`src/hw/rcl_pkg.sv`:
```
package rcl_pkg;

  // timing
  localparam int CLK_PERIOD_NS    = 20;
  localparam int EE_SCL_PERIOD_NS = 10000;
  localparam int EE_QTR_CYC       = (EE_SCL_PERIOD_NS + 4 * CLK_PERIOD_NS - 1)
                                    / (4 * CLK_PERIOD_NS);
  localparam logic [7:0] EE_QTR_LAST = 8'(EE_QTR_CYC - 1);

  // four-level pin codes from the level comparators
  localparam logic [1:0] LVL_GND_STRONG = 2'h0;
  localparam logic [1:0] LVL_GND_WEAK   = 2'h1;
  localparam logic [1:0] LVL_FLOAT      = 2'h2;
  localparam logic [1:0] LVL_VDD        = 2'h3;

  // rate modes and generations
  localparam logic [1:0] RATE_G12  = 2'h0;
  localparam logic [1:0] RATE_AUTO = 2'h1;
  localparam logic [1:0] RATE_G3   = 2'h2;
  localparam logic [1:0] RATE_RSVD = 2'h3;
  localparam logic [1:0] GEN2      = 2'h2;
  localparam logic [1:0] GEN3      = 2'h3;

  // serial bus addresses and image layout
  localparam logic [7:0] SLV_ADDR_FIXED = 8'hB0;
  localparam logic [2:0] SLV_ADDR_HI    = 3'h5;
  localparam logic [7:0] EE_DEV_W       = 8'hA0;
  localparam logic [7:0] EE_DEV_R       = 8'hA1;
  localparam logic [7:0] EE_WORD_ADDR   = 8'h00;
  // value is arbitrary: marks a programmed image
  localparam logic [7:0] EE_SIGNATURE   = 8'h5A;
  localparam int         CFG_N          = 4;
  localparam logic [2:0] CFG_LAST       = 3'h4;
  localparam logic [3:0] BITS_BYTE      = 4'h8;

  // configuration byte fields
  localparam int CFG_EQA  = 0;
  localparam int CFG_EQB  = 1;
  localparam int CFG_DEM  = 2;
  localparam int CHAN_A_DEEMPH_STRAP_LSB = 0;
  localparam int CHAN_B_DEEMPH_STRAP_LSB = 2;

  // wishbone word offsets and reset values
  localparam logic [5:0]  WB_STATUS = 6'h00;
  localparam logic [5:0]  WB_MASK   = 6'h01;
  localparam logic [5:0]  WB_STATE  = 6'h02;
  localparam logic [5:0]  WB_CFG    = 6'h03;
  localparam logic [4:0]  MASK_RST  = 5'h00;
  localparam logic [31:0] CFG_RST   = 32'h0000_0000;

  // interrupt bits
  localparam int IRQ_W         = 5;
  localparam int IRQ_LOAD_OK   = 0;
  localparam int IRQ_LOAD_FAIL = 1;
  localparam int IRQ_CABLE     = 2;
  localparam int IRQ_BUS_WR    = 3;
  localparam int IRQ_MODE      = 4;

  typedef enum logic [1:0] {MODE_PIN, MODE_SLAVE, MODE_MASTER} rcl_mode_t;
  typedef enum logic [2:0] {ML_IDLE, ML_START, ML_TX, ML_RX, ML_STOP, ML_DONE, ML_FAIL} rcl_ml_t;
  typedef enum logic [2:0] {SL_IDLE, SL_ADDR, SL_AACK, SL_WR, SL_WACK, SL_RD, SL_RACK} rcl_sl_t;

  typedef struct packed {
    logic [1:0]      bus_sel;
    logic [3:0][1:0] ad;
    logic [1:0]      dem_a;
    logic [1:0]      dem_b;
    logic [1:0]      load_lvl;
    logic            cable_absent;
    logic [1:0]      receiver_termination_select;
    logic [1:0]      rate;
    logic [1:0]      gen_det;
    logic            sda;
    logic            scl;
  } rcl_pins_t;

endpackage : rcl_pkg

```
`src/hw/rcl_sync.sv`:
```
`timescale 1ns/1ps
module rcl_sync #(
  parameter int W = 1
) (
  // clock and reset
  input  wire logic         i_mclk,
  input  wire logic         i_rst_n,
  // pins
  input  wire logic [W-1:0] i_async,
  output logic      [W-1:0] o_sync
);

  genvar g;
  generate
    for (g = 0; g < W; g++) begin : g_bit
      logic [1:0] stg_reg;
      // first stage feeds only the second
      always_ff @(posedge i_mclk or negedge i_rst_n) begin
        if (!i_rst_n) begin
          stg_reg <= 2'h0;
        end else begin
          stg_reg <= {stg_reg[0], i_async[g]};
        end
      end
      assign o_sync[g] = stg_reg[1];
    end
  endgenerate

endmodule : rcl_sync

```
`src/hw/rcl_top.sv`:
```
// Our own choices: the Wishbone interface to the registers and the register offsets.
`timescale 1ns/1ps
module rcl_top
  import rcl_pkg::*;
(
  // clock and reset
  input  wire logic        i_mclk,
  input  wire logic        i_rst_n,
  // wishbone slave
  input  wire logic        i_wb_cyc,
  input  wire logic        i_wb_stb,
  input  wire logic        i_wb_we,
  input  wire logic [7:0]  i_wb_adr,
  input  wire logic [3:0]  i_wb_sel,
  input  wire logic [31:0] i_wb_dat,
  output logic      [31:0] o_wb_dat,
  output logic             o_wb_ack,
  output logic             o_irq,
  // strap and level pins
  input  wire logic [1:0]  i_bus_config_select,
  input  wire logic [7:0]  i_slave_addr_straps,
  input  wire logic [1:0]  i_chan_a_deemph_strap,
  input  wire logic [1:0]  i_chan_b_deemph_strap,
  input  wire logic [1:0]  i_load_start_n,
  input  wire logic        i_cable_absent,
  input  wire logic [1:0]  i_receiver_termination_select,
  input  wire logic [1:0]  i_rate_select,
  input  wire logic [1:0]  i_link_gen_detect,
  // serial bus pins, open drain
  input  wire logic        i_sda,
  output logic             o_sda,
  output logic             o_sda_oe_n,
  input  wire logic        i_scl,
  output logic             o_scl,
  output logic             o_scl_oe_n,
  output logic             o_done_n,
  // settings to the analog path
  output logic      [3:0]  o_chan_a_equalize,
  output logic      [3:0]  o_chan_b_equalize,
  output logic      [1:0]  o_chan_a_deemph,
  output logic      [1:0]  o_chan_b_deemph,
  output logic             o_low_power,
  output logic      [1:0]  o_rate_mode,
  output logic             o_term_low_ohm,
  output logic      [1:0]  o_link_gen,
  output logic      [1:0]  o_signal_detect_threshold,
  output logic      [1:0]  o_mode
);

  typedef struct packed {
    logic                       wb_ack;
    logic [31:0]                wb_dat;
    logic [IRQ_W-1:0]           status;
    logic [IRQ_W-1:0]           mask;
    logic                       irq;
    logic [CFG_N-1:0][7:0]      cfg;
    rcl_mode_t                  mode;
    logic                       cable_d;
    rcl_ml_t                    ml;
    logic [7:0]                 qcnt;
    logic [1:0]                 q;
    logic [3:0]                 bitn;
    logic [1:0]                 seq;
    logic [7:0]                 sh_m;
    logic [2:0]                 rxn;
    logic                       sig_ok;
    rcl_sl_t                    sl;
    logic [3:0]                 scnt;
    logic [7:0]                 sh_s;
    logic                       rw;
    logic                       first;
    logic                       nack;
    logic [1:0]                 ptr;
    logic                       scl_d;
    logic                       sda_d;
    logic                       od_lvl;
    logic                       sda_oe_n;
    logic                       scl_oe_n;
    logic                       done_n;
    logic [3:0]                 eq_a;
    logic [3:0]                 eq_b;
    logic [1:0]                 dem_a;
    logic [1:0]                 dem_b;
    logic                       low_power;
    logic [1:0]                 rate;
    logic                       term_low;
    logic [1:0]                 gen;
    logic [1:0]                 signal_detect_threshold;
  } rcl_state_t;

  rcl_state_t s_reg;
  rcl_state_t s_next;
  rcl_pins_t  pins;
  logic [7:0] slv_addr;
  logic       load_low;
  logic       s_en;
  logic       rise;
  logic       fall;
  logic       start_c;
  logic       stop_c;
  logic       qtick;
  logic       m_act;

  rcl_sync #(
    .W ($bits(rcl_pins_t))
  ) u_sync (
    .i_mclk  (i_mclk),
    .i_rst_n (i_rst_n),
    .i_async ({i_bus_config_select, i_slave_addr_straps, i_chan_a_deemph_strap,
               i_chan_b_deemph_strap, i_load_start_n, i_cable_absent,
               i_receiver_termination_select, i_rate_select, i_link_gen_detect,
               i_sda, i_scl}),
    .o_sync  (pins)
  );

  always_comb begin
    s_next   = s_reg;
    // shared pin reads as load start whenever a bus mode is active
    load_low = ~pins.load_lvl[1];
    // address straps only with load start low
    // straps give the address in both bus modes
    slv_addr = load_low ? {SLV_ADDR_HI, pins.ad[3][1], pins.ad[2][1], pins.ad[1][1],
                           pins.ad[0][1], 1'h0} : SLV_ADDR_FIXED;
    m_act    = (s_reg.ml != ML_IDLE) && (s_reg.ml != ML_DONE) && (s_reg.ml != ML_FAIL);
    // no bus access while loading or after a failed load
    // in master mode the slave answers only after a passed load
    s_en     = (s_reg.mode == MODE_SLAVE) || ((s_reg.mode == MODE_MASTER) && (s_reg.ml == ML_DONE));
    rise     = pins.scl & ~s_reg.scl_d;
    fall     = ~pins.scl & s_reg.scl_d;
    start_c  = pins.scl & s_reg.scl_d & s_reg.sda_d & ~pins.sda;
    stop_c   = pins.scl & s_reg.scl_d & ~s_reg.sda_d & pins.sda;
    qtick    = (s_reg.qcnt == 8'h00);
    s_next.scl_d  = pins.scl;
    s_next.sda_d  = pins.sda;
    s_next.wb_ack = 1'h0;
    s_next.od_lvl = 1'h0;

    unique case (pins.bus_sel)
      LVL_VDD:                      s_next.mode = MODE_SLAVE;
      LVL_FLOAT:                    s_next.mode = MODE_MASTER;
      LVL_GND_STRONG, LVL_GND_WEAK: s_next.mode = MODE_PIN;
    endcase

    // wishbone: one-cycle answer, status cleared on read before new events land
    if (i_wb_cyc && i_wb_stb && !s_reg.wb_ack) begin
      s_next.wb_ack = 1'h1;
      s_next.wb_dat = 32'h0000_0000;
      unique case (i_wb_adr[7:2])
        WB_STATUS: begin
          s_next.wb_dat = {27'h0, s_reg.status};
          if (!i_wb_we) begin
            s_next.status = '0;
          end
        end
        WB_MASK: begin
          s_next.wb_dat = {27'h0, s_reg.mask};
          if (i_wb_we && i_wb_sel[0]) begin
            s_next.mask = i_wb_dat[IRQ_W-1:0];
          end
        end
        WB_STATE: begin
          s_next.wb_dat = {8'h00, slv_addr, 6'h00, s_reg.gen, s_reg.term_low, s_reg.rate,
                           s_reg.low_power, s_reg.ml == ML_FAIL, s_reg.done_n, s_reg.mode};
        end
        WB_CFG: begin
          s_next.wb_dat = s_reg.cfg;
          for (int b = 0; b < CFG_N; b++) begin
            if (i_wb_we && i_wb_sel[b]) begin
              s_next.cfg[b] = i_wb_dat[8*b +: 8];
            end
          end
        end
        default: s_next.wb_dat = 32'h0000_0000;
      endcase
    end

    // EEPROM loader, four quarters per clock bit
    if (m_act) begin
      s_next.qcnt = qtick ? EE_QTR_LAST : 8'(s_reg.qcnt - 8'h01);
    end
    if (s_reg.ml == ML_IDLE) begin
      // load starts on a low load start in master mode
      // a strap held low starts it straight after power-up
      if ((s_reg.mode == MODE_MASTER) && load_low) begin
        s_next.ml   = ML_START;
        s_next.q    = 2'h0;
        s_next.seq  = 2'h0;
        s_next.qcnt = EE_QTR_LAST;
      end
    end else if (m_act && qtick) begin
      s_next.q = 2'(s_reg.q + 2'h1);
      unique case (s_reg.ml)
        ML_START: begin
          unique case (s_reg.q)
            2'h0: s_next.sda_oe_n = 1'h1;
            2'h1: s_next.scl_oe_n = 1'h1;
            2'h2: s_next.sda_oe_n = 1'h0;
            2'h3: begin
              s_next.scl_oe_n = 1'h0;
              s_next.ml       = ML_TX;
              s_next.bitn     = 4'h0;
              s_next.sh_m     = (s_reg.seq == 2'h0) ? EE_DEV_W : EE_DEV_R;
            end
          endcase
        end
        ML_TX: begin
          unique case (s_reg.q)
            2'h0: s_next.sda_oe_n = (s_reg.bitn == BITS_BYTE) ? 1'h1 : s_reg.sh_m[7];
            2'h1: s_next.scl_oe_n = 1'h1;
            2'h2: begin
              // no acknowledge from the memory counts as a failed load
              if ((s_reg.bitn == BITS_BYTE) && pins.sda) begin
                s_next.ml = ML_FAIL;
              end
            end
            2'h3: begin
              s_next.scl_oe_n = 1'h0;
              if (s_reg.bitn != BITS_BYTE) begin
                s_next.sh_m = {s_reg.sh_m[6:0], 1'h0};
                s_next.bitn = 4'(s_reg.bitn + 4'h1);
              end else if (s_reg.seq == 2'h0) begin
                s_next.sh_m = EE_WORD_ADDR;
                s_next.seq  = 2'h1;
                s_next.bitn = 4'h0;
              end else if (s_reg.seq == 2'h1) begin
                s_next.seq = 2'h2;
                s_next.ml  = ML_START;
              end else begin
                s_next.ml   = ML_RX;
                s_next.bitn = 4'h0;
                s_next.rxn  = 3'h0;
              end
            end
          endcase
        end
        ML_RX: begin
          unique case (s_reg.q)
            2'h0: s_next.sda_oe_n = (s_reg.bitn != BITS_BYTE) || (s_reg.rxn == CFG_LAST);
            2'h1: s_next.scl_oe_n = 1'h1;
            2'h2: begin
              if (s_reg.bitn != BITS_BYTE) begin
                s_next.sh_m = {s_reg.sh_m[6:0], pins.sda};
              end
            end
            2'h3: begin
              s_next.scl_oe_n = 1'h0;
              if (s_reg.bitn != BITS_BYTE) begin
                s_next.bitn = 4'(s_reg.bitn + 4'h1);
              end else begin
                if (s_reg.rxn == 3'h0) begin
                  s_next.sig_ok = (s_reg.sh_m == EE_SIGNATURE);
                end else begin
                  s_next.cfg[2'(s_reg.rxn - 3'h1)] = s_reg.sh_m;
                end
                s_next.bitn = 4'h0;
                s_next.rxn  = 3'(s_reg.rxn + 3'h1);
                if (s_reg.rxn == CFG_LAST) begin
                  s_next.ml = ML_STOP;
                end
              end
            end
          endcase
        end
        ML_STOP: begin
          unique case (s_reg.q)
            2'h0: s_next.sda_oe_n = 1'h0;
            2'h1: s_next.scl_oe_n = 1'h1;
            2'h2: s_next.sda_oe_n = 1'h1;
            // done falls only on a passed load
            2'h3: begin
              s_next.ml     = s_reg.sig_ok ? ML_DONE : ML_FAIL;
              s_next.done_n = ~s_reg.sig_ok;
            end
          endcase
        end
        default: s_next.ml = ML_FAIL;
      endcase
    end
    // stall for good with both lines released and done high
    if (s_next.ml == ML_FAIL) begin
      s_next.sda_oe_n = 1'h1;
      s_next.scl_oe_n = 1'h1;
      s_next.done_n   = 1'h1;
    end

    // register slave, sampled clock edges
    if (!s_en) begin
      s_next.sl = SL_IDLE;
      if (s_reg.sl != SL_IDLE) begin
        s_next.sda_oe_n = 1'h1;
      end
    end else if (start_c) begin
      s_next.sl       = SL_ADDR;
      s_next.scnt     = 4'h0;
      s_next.sda_oe_n = 1'h1;
    end else if (stop_c) begin
      s_next.sl       = SL_IDLE;
      s_next.sda_oe_n = 1'h1;
    end else begin
      unique case (s_reg.sl)
        SL_IDLE: s_next.sl = SL_IDLE;
        SL_ADDR, SL_WR: begin
          if (rise) begin
            s_next.sh_s = {s_reg.sh_s[6:0], pins.sda};
            s_next.scnt = 4'(s_reg.scnt + 4'h1);
          end else if (fall && (s_reg.scnt == BITS_BYTE)) begin
            s_next.sda_oe_n = 1'h0;
            if (s_reg.sl == SL_ADDR) begin
              s_next.rw    = s_reg.sh_s[0];
              s_next.first = 1'h1;
              s_next.sl    = (s_reg.sh_s[7:1] == slv_addr[7:1]) ? SL_AACK : SL_IDLE;
              s_next.sda_oe_n = (s_reg.sh_s[7:1] != slv_addr[7:1]);
            end else begin
              // first written byte is the register pointer
              s_next.first = 1'h0;
              s_next.sl    = SL_WACK;
              if (s_reg.first) begin
                s_next.ptr = s_reg.sh_s[1:0];
              end else begin
                s_next.cfg[s_reg.ptr] = s_reg.sh_s;
                s_next.ptr = 2'(s_reg.ptr + 2'h1);
                s_next.status[IRQ_BUS_WR] = 1'h1;
              end
            end
          end
        end
        SL_AACK: begin
          if (fall) begin
            s_next.scnt = 4'h0;
            if (s_reg.rw) begin
              s_next.sl       = SL_RD;
              s_next.sh_s     = s_reg.cfg[s_reg.ptr];
              s_next.sda_oe_n = s_reg.cfg[s_reg.ptr][7];
            end else begin
              s_next.sl       = SL_WR;
              s_next.sda_oe_n = 1'h1;
            end
          end
        end
        SL_WACK: begin
          if (fall) begin
            s_next.sl       = SL_WR;
            s_next.scnt     = 4'h0;
            s_next.sda_oe_n = 1'h1;
          end
        end
        SL_RD: begin
          if (rise) begin
            s_next.scnt = 4'(s_reg.scnt + 4'h1);
          end else if (fall) begin
            if (s_reg.scnt == BITS_BYTE) begin
              s_next.sda_oe_n = 1'h1;
              s_next.sl       = SL_RACK;
            end else begin
              s_next.sh_s     = {s_reg.sh_s[6:0], 1'h0};
              s_next.sda_oe_n = s_reg.sh_s[6];
            end
          end
        end
        SL_RACK: begin
          if (rise) begin
            s_next.nack = pins.sda;
            if (!pins.sda) begin
              s_next.ptr = 2'(s_reg.ptr + 2'h1);
            end
          end else if (fall) begin
            s_next.scnt = 4'h0;
            if (s_reg.nack) begin
              s_next.sl = SL_IDLE;
            end else begin
              s_next.sl       = SL_RD;
              s_next.sh_s     = s_reg.cfg[s_reg.ptr];
              s_next.sda_oe_n = s_reg.cfg[s_reg.ptr][7];
            end
          end
        end
      endcase
    end

    // equalization from straps only in pin mode
    // de-emphasis from straps only in pin mode
    if (s_reg.mode == MODE_PIN) begin
      s_next.eq_a  = {pins.ad[1], pins.ad[0]};
      s_next.eq_b  = {pins.ad[2], pins.ad[3]};
      s_next.dem_a = pins.dem_a;
      s_next.dem_b = pins.dem_b;
      s_next.signal_detect_threshold = pins.load_lvl;
    end else begin
      s_next.eq_a  = s_reg.cfg[CFG_EQA][3:0];
      s_next.eq_b  = s_reg.cfg[CFG_EQB][3:0];
      s_next.dem_a = s_reg.cfg[CFG_DEM][CHAN_A_DEEMPH_STRAP_LSB +: 2];
      s_next.dem_b = s_reg.cfg[CFG_DEM][CHAN_B_DEEMPH_STRAP_LSB +: 2];
      // threshold stays at its default in bus modes
      s_next.signal_detect_threshold = LVL_FLOAT;
    end

    // low power while the cable is absent
    s_next.low_power = pins.cable_absent;
    s_next.cable_d   = pins.cable_absent;
    unique case (pins.rate)
      LVL_GND_STRONG: s_next.rate = RATE_G12;
      LVL_FLOAT:      s_next.rate = RATE_AUTO;
      LVL_GND_WEAK:   s_next.rate = RATE_G3;
      LVL_VDD:        s_next.rate = RATE_RSVD;
    endcase
    // follow the detected rate inside what the rate mode allows
    unique case (s_reg.rate)
      RATE_G12:  s_next.gen = (pins.gen_det == GEN3) ? GEN2 : pins.gen_det;
      RATE_G3:   s_next.gen = GEN3;
      RATE_AUTO, RATE_RSVD: s_next.gen = pins.gen_det;
    endcase
    s_next.term_low = (pins.receiver_termination_select != LVL_GND_STRONG);

    // events set after any read clear so a same-cycle event survives
    if ((s_reg.ml == ML_STOP) && (s_next.ml == ML_DONE)) begin
      s_next.status[IRQ_LOAD_OK] = 1'h1;
    end
    if ((s_reg.ml != ML_FAIL) && (s_next.ml == ML_FAIL)) begin
      s_next.status[IRQ_LOAD_FAIL] = 1'h1;
    end
    if (s_reg.cable_d != pins.cable_absent) begin
      s_next.status[IRQ_CABLE] = 1'h1;
    end
    if (s_next.mode != s_reg.mode) begin
      s_next.status[IRQ_MODE] = 1'h1;
    end
    s_next.irq = |(s_next.status & s_next.mask);
  end

  always_ff @(posedge i_mclk or negedge i_rst_n) begin
    if (!i_rst_n) begin
      s_reg          <= '0;
      s_reg.mask     <= MASK_RST;
      s_reg.cfg      <= CFG_RST;
      s_reg.sda_oe_n <= 1'h1;
      s_reg.scl_oe_n <= 1'h1;
      s_reg.done_n   <= 1'h1;
      s_reg.signal_detect_threshold    <= LVL_FLOAT;
    end else begin
      s_reg <= s_next;
    end
  end

  assign o_wb_dat                  = s_reg.wb_dat;
  assign o_wb_ack                  = s_reg.wb_ack;
  assign o_irq                     = s_reg.irq;
  assign o_sda                     = s_reg.od_lvl;
  assign o_sda_oe_n                = s_reg.sda_oe_n;
  assign o_scl                     = s_reg.od_lvl;
  assign o_scl_oe_n                = s_reg.scl_oe_n;
  assign o_done_n                  = s_reg.done_n;
  assign o_chan_a_equalize         = s_reg.eq_a;
  assign o_chan_b_equalize         = s_reg.eq_b;
  assign o_chan_a_deemph           = s_reg.dem_a;
  assign o_chan_b_deemph           = s_reg.dem_b;
  assign o_low_power               = s_reg.low_power;
  assign o_rate_mode               = s_reg.rate;
  assign o_term_low_ohm            = s_reg.term_low;
  assign o_link_gen                = s_reg.gen;
  assign o_signal_detect_threshold = s_reg.signal_detect_threshold;
  assign o_mode                    = s_reg.mode;

endmodule : rcl_top

```
`config.mk`:
```
export PLATFORM = sky130hd
export DESIGN_NAME = rcl_top
export DESIGN_NICKNAME = d
export VERILOG_FILES = /design/src/hw/rcl_pkg.sv /design/src/hw/rcl_sync.sv /design/src/hw/rcl_top.sv
export SDC_FILE = /design/constraint.sdc
export NUM_CORES = 1
export LEC_CHECK = 0
export BUFFER_PORTS_ARGS = -buffer_cell sky130_fd_sc_hd__buf_2
export CAP_MARGIN = 0
export CORE_UTILIZATION = 25
export DETAILED_ROUTE_END_ITERATION = 16
export PLACE_DENSITY = 0.53
export REMOVE_ABC_BUFFERS = 1
export SETUP_SLACK_MARGIN = 0.1
export SLEW_MARGIN = 10
export SYNTH_ARGS = -nofsm -noshare
export SYNTH_HDL_FRONTEND = slang
export SYNTH_SLANG_ARGS = --single-unit
```
`constraint.sdc`:
```
create_clock -name i_mclk -period 5.1 [get_ports i_mclk]
set_input_delay 0.51 -clock i_mclk [delete_from_list [all_inputs] [get_ports i_mclk]]
set_output_delay 0.51 -clock i_mclk [all_outputs]
set_load 0.02 [all_outputs]
```
======== Word level (Yosys, flattened, before mapping) ========
Index checks and enable logic that the tools add are counted.
word-level totals
  register bits ........................... 204
  memories ................................ 0
  logic and storage cells ................. 420
  RAM bits ................................ 0
  bits in latches ......................... 0
  output and inout bits ................... 61
  input bits .............................. 74
  memory bits (read-only) ................. 0
operators by class
  shift-type cells ........................ 0
  $add $sub $neg .......................... 7
  muxes and demuxes ....................... 171
  $mul .................................... 0
  reductions and logical operators ........ 66
  equality and inequality tests ........... 89
  order comparisons ....................... 4
  bitwise logic cells ..................... 19
  divide/modulo/power cells ............... 0
operators with widths
  kind                                        number
  32-bit 2-to-1 mux                           16
  8-bit 2-to-1 mux                            20
  32-bit case mux with 4 select lines         1
  3-bit 2-to-1 mux                            27
  32-bit bitwise mux                          2
  2-bit != test, second input constant        25
  15-bit 2-to-1 mux                           3
  5-bit != test, second input constant        9
  43-bit 2-to-1 mux                           1
  1-bit 2-to-1 mux                            40
  2-bit 2-to-1 mux                            19
  9-bit AND reduction                         4
  17-bit 2-to-1 mux                           2
  8-bit demux with 2-bit select               2
  4-bit 2-to-1 mux                            8
  8-bit case mux with 4 select lines          1
  3-bit equality test, second input constant  9
  3-bit != test, second input constant        9
  5-bit 2-to-1 mux                            5
  12-bit 2-to-1 mux                           2
  8-bit case mux with 3 select lines          1
  2-bit equality test, second input constant  10
  20-bit 2-to-1 mux                           1
  4-bit case mux with 5 select lines          1
  58 further kinds                            138

======== Logic depth before layout (Yosys ltp) ========
  depth in word-level cells ............... 21
  gate-level depth with buffers ........... 10

======== Hierarchy ========
A second synthesis with hierarchy kept.
second synthesis, totals
  cell total of the unflattened synthesis .. 1014
  area total of the unflattened synthesis .. 10512.6 µm²
by module, submodules not included
  module    cells each  seq. area each (µm²)  area each (µm²)  instances
  rcl_top   939         3858.7                9073.7           1
  rcl_sync  75          1251.2                1438.9           1

======== Worst setup path before layout ========
OpenSTA, ideal clock, no wires.
  path type ............................... input to register
  from .................................... input i_wb_adr[5]
  to ...................................... register s_reg (netlist bit o_irq)
  library setup time ...................... 0.154 ns
  arrival time ............................ 2.738 ns
  required time ........................... 4.946 ns
  cell stages on the path ................. 6
  slack ................................... 2.208 ns
  path through ............................ or4_4 > nor4_4 > mux2_2 > a221o_1 > a2111oi_0 > o311ai_0
RTL lines
  what                  RTL line        RTL
  from (decl)           rcl_top.sv:13   input wire logic [7:0] i_wb_adr,
  to (signal assigned)  rcl_top.sv:440  s_reg <= s_next;
  to (decl)             rcl_top.sv:91   rcl_state_t s_reg;

==> metrics <==
CTS tree=done; DP Area=0.0109 sq mm; final setup TNS=0 ns; global route overflow=0; Yosys cell types=70; synthesized area per cell=between 10 and 15 sq um; Detailed Place HPWL=19.6 mm; Ys Warns=0; Worst EP arrival=3.72 ns; class of the worst hold path=input port to flip-flop; critical path peak fanout=16; Core Box Area=approximately 0.040 sq mm; DRT iter0 DRCs=562; Post-DRT Antenna Nets=0; htree depth=1; Total Wirelength=27.3 mm; highest routed layer=met5; fill count=just over 4000; Max-cap violations=0; Clock Skew=around 0.023 ns; post-cts hold buffer count=0; LEAKAGE=a little over 0.005 uW; max reg flops=95; WL/cell=17.8 um; Hold Fails Final Rpt=0; layout cells sized above 1=26.8%; peak supply drop=0.000283 V; final core occ=between 20% and 30%; leading cell types in the layout, fill and taps excluded=dfrtp_1 (200), buf_2 (129), nand2_1 (108), o21ai_0 (79), mux2_2 (65); Tot GR Track Use=13.3%; fin nets=1087; Cell Pwr Density=roughly 340 mW/mm^2; # rows=73; Synth Cell Area=0.0102 sq mm; FF+latch count, synth=around 200; Fmax=297 MHz; area grow syn2layout=14.9%; Worst EP required=5.46 ns; Final Critical Period=3.36 ns; post_cts resized=0; post-route clock period utilization=about two thirds; top_reg_cell synth=dfrtp_1; Final Max Slew Viols=0; Ports=135; share of the synthesized area in the top cell type=about half; Worst-Skew Late Latency=0.54 ns; Via density=4.65; RSZ-0062 raised after global routing=no; initial antenna violation count=1; port bufs=130; vias in the first global route=7115; number of buffers created by CTS=23; largest net degree at the start of global routing=about 120; root buffer cell=clkbuf_16; synth top area cells=dfrtp_1 (49%), mux2_2 (7.2%), mux2i_1 (5.0%), buf_4 (4.1%), nand2_1 (4.0%); EDFF count, synth=0; Die W=a little over 200 um; Slew HR=approximately 30%; leading area contributor after synthesis=dfrtp_1; Residual DRC=0; startpoint class of the critical path=flip-flop; Critical Path Sink Type=flip-flop; Finished Cell Area=0.0117 sq mm; initial core utilization=25.4%; die area=slightly above 0.04 sq mm; routed wl met2=approximately 12 mm; clk sinks=204; met1 wire length=13.3 mm; Routability Congestion=roughly 0.84; Max clock buf depth=3; leading cell type in the layout, fill and taps excluded=dfrtp_1; first-pass GRT wire length=42.8 mm; First-pass DRT Iterations=5; critical path class=flip-flop to flip-flop; # Post-CTS Setup Buffers=0; Worst-path clk slew=0.06 ns; Mapped Cells=between 900 and 1000; # setup viols final=0; vias=7141; Slew @ Worst Pin=1.04 ns; ys async rst share=100%; status=completed; sequential area share after synthesis=50.3%; die span in y=204 um; metal3 WL=1.36 mm
==> worst max-delay path, stage by stage, from the launching register on <==
cell and delay [ns]:
dfrtp_1 0.58, inv_1 0.22, or4_1 0.66, nor4b_2 0.72
and2_0 0.80, o21ai_0 0.22
==> per-stage QoR <==
| step | instances | hold slack, ns | setup slack, ns | power (uW) |
|---|---|---|---|---|
| after CTS | 1536 | 0.0528 | 1.79 | 4020 |
| after global placement | 1494 | 0.332 | 1.53 | 2300 |
| final | 1537 | 0.0768 | 1.74 | 3960 |
| after detailed placement | 1494 | 0.335 | 1.54 | 2310 |
| after floorplan | 835 | 0.214 | 1.65 | 2110 |
| after global routing | 1536 | 0.0601 | 1.50 | 4150 |
==> Yosys cell counts, types with 14 or more instances <==
cell type and n:
a21oi_1 22, a22o_1 21, buf_4 55, clkbuf_1 41
dfrtp_1 200, ha_1 19, inv_1 27, mux2_2 65
mux2i_1 51, nand2_1 108, nand3_1 21, nor2_1 35
o21ai_0 79, o31ai_1 14
==> layer usage <==
layer,GRT usage [%],vias to the layer above
li1,-,3406
met1,19.4,3522
met2,20.3,180
met3,2.62,31
met4,2.60,2
met5,0,-
==> worst paths after layout <==
kind	startpoint	endpoint	slack [ns]	depth (start not counted)
max	s_reg[43]	s_reg[98]	1.74	5
min	i_link_gen_detect[0]	u_sync.g_bit[2].stg_reg[0]	0.08	1
max reg2reg	s_reg[43]	s_reg[98]	1.74	5
min reg2reg	u_sync.g_bit[0].stg_reg[0]	u_sync.g_bit[0].stg_reg[1]	0.33	0
max in group asynchronous	i_rst_n	u_sync.g_bit[12].stg_reg[1]	3.83	2
min in group asynchronous	i_rst_n	u_sync.g_bit[9].stg_reg[1]	0.14	1
==> power by group <==
group / switching, uW / internal [uW]
registers: 116 / 1710
logic: 281 / 172
clock network: 707 / 979
==> kinds of logic (layout without fill, tap and decap cells) <==
family          Yosys count  count (layout)  synth area share [%]
compound gates          195             195                  12.4
xor+xnor                  9               9                 0.777
fa+ha+maj                19              19                  2.34
buf+inv                 131             203                  6.93
flops                   204             204                  50.3
mux                     126             126                  14.5
other cells               1               3                0.0369
simple gates            253             253                  12.7
==> cell type report <==
type	instances	area (sq um)	area share, %
diodes	1	2.50	0.0214
flip-flops and latches	204	5110	43.8
repair buffers	134	689	5.91
well taps	525	657	5.63
inverters	27	101	0.869
multi-input cells	604	4340	37.2
clock inverters	15	145	1.24
clock buffers	27	621	5.32
Power figures use the tool's default switching activity.
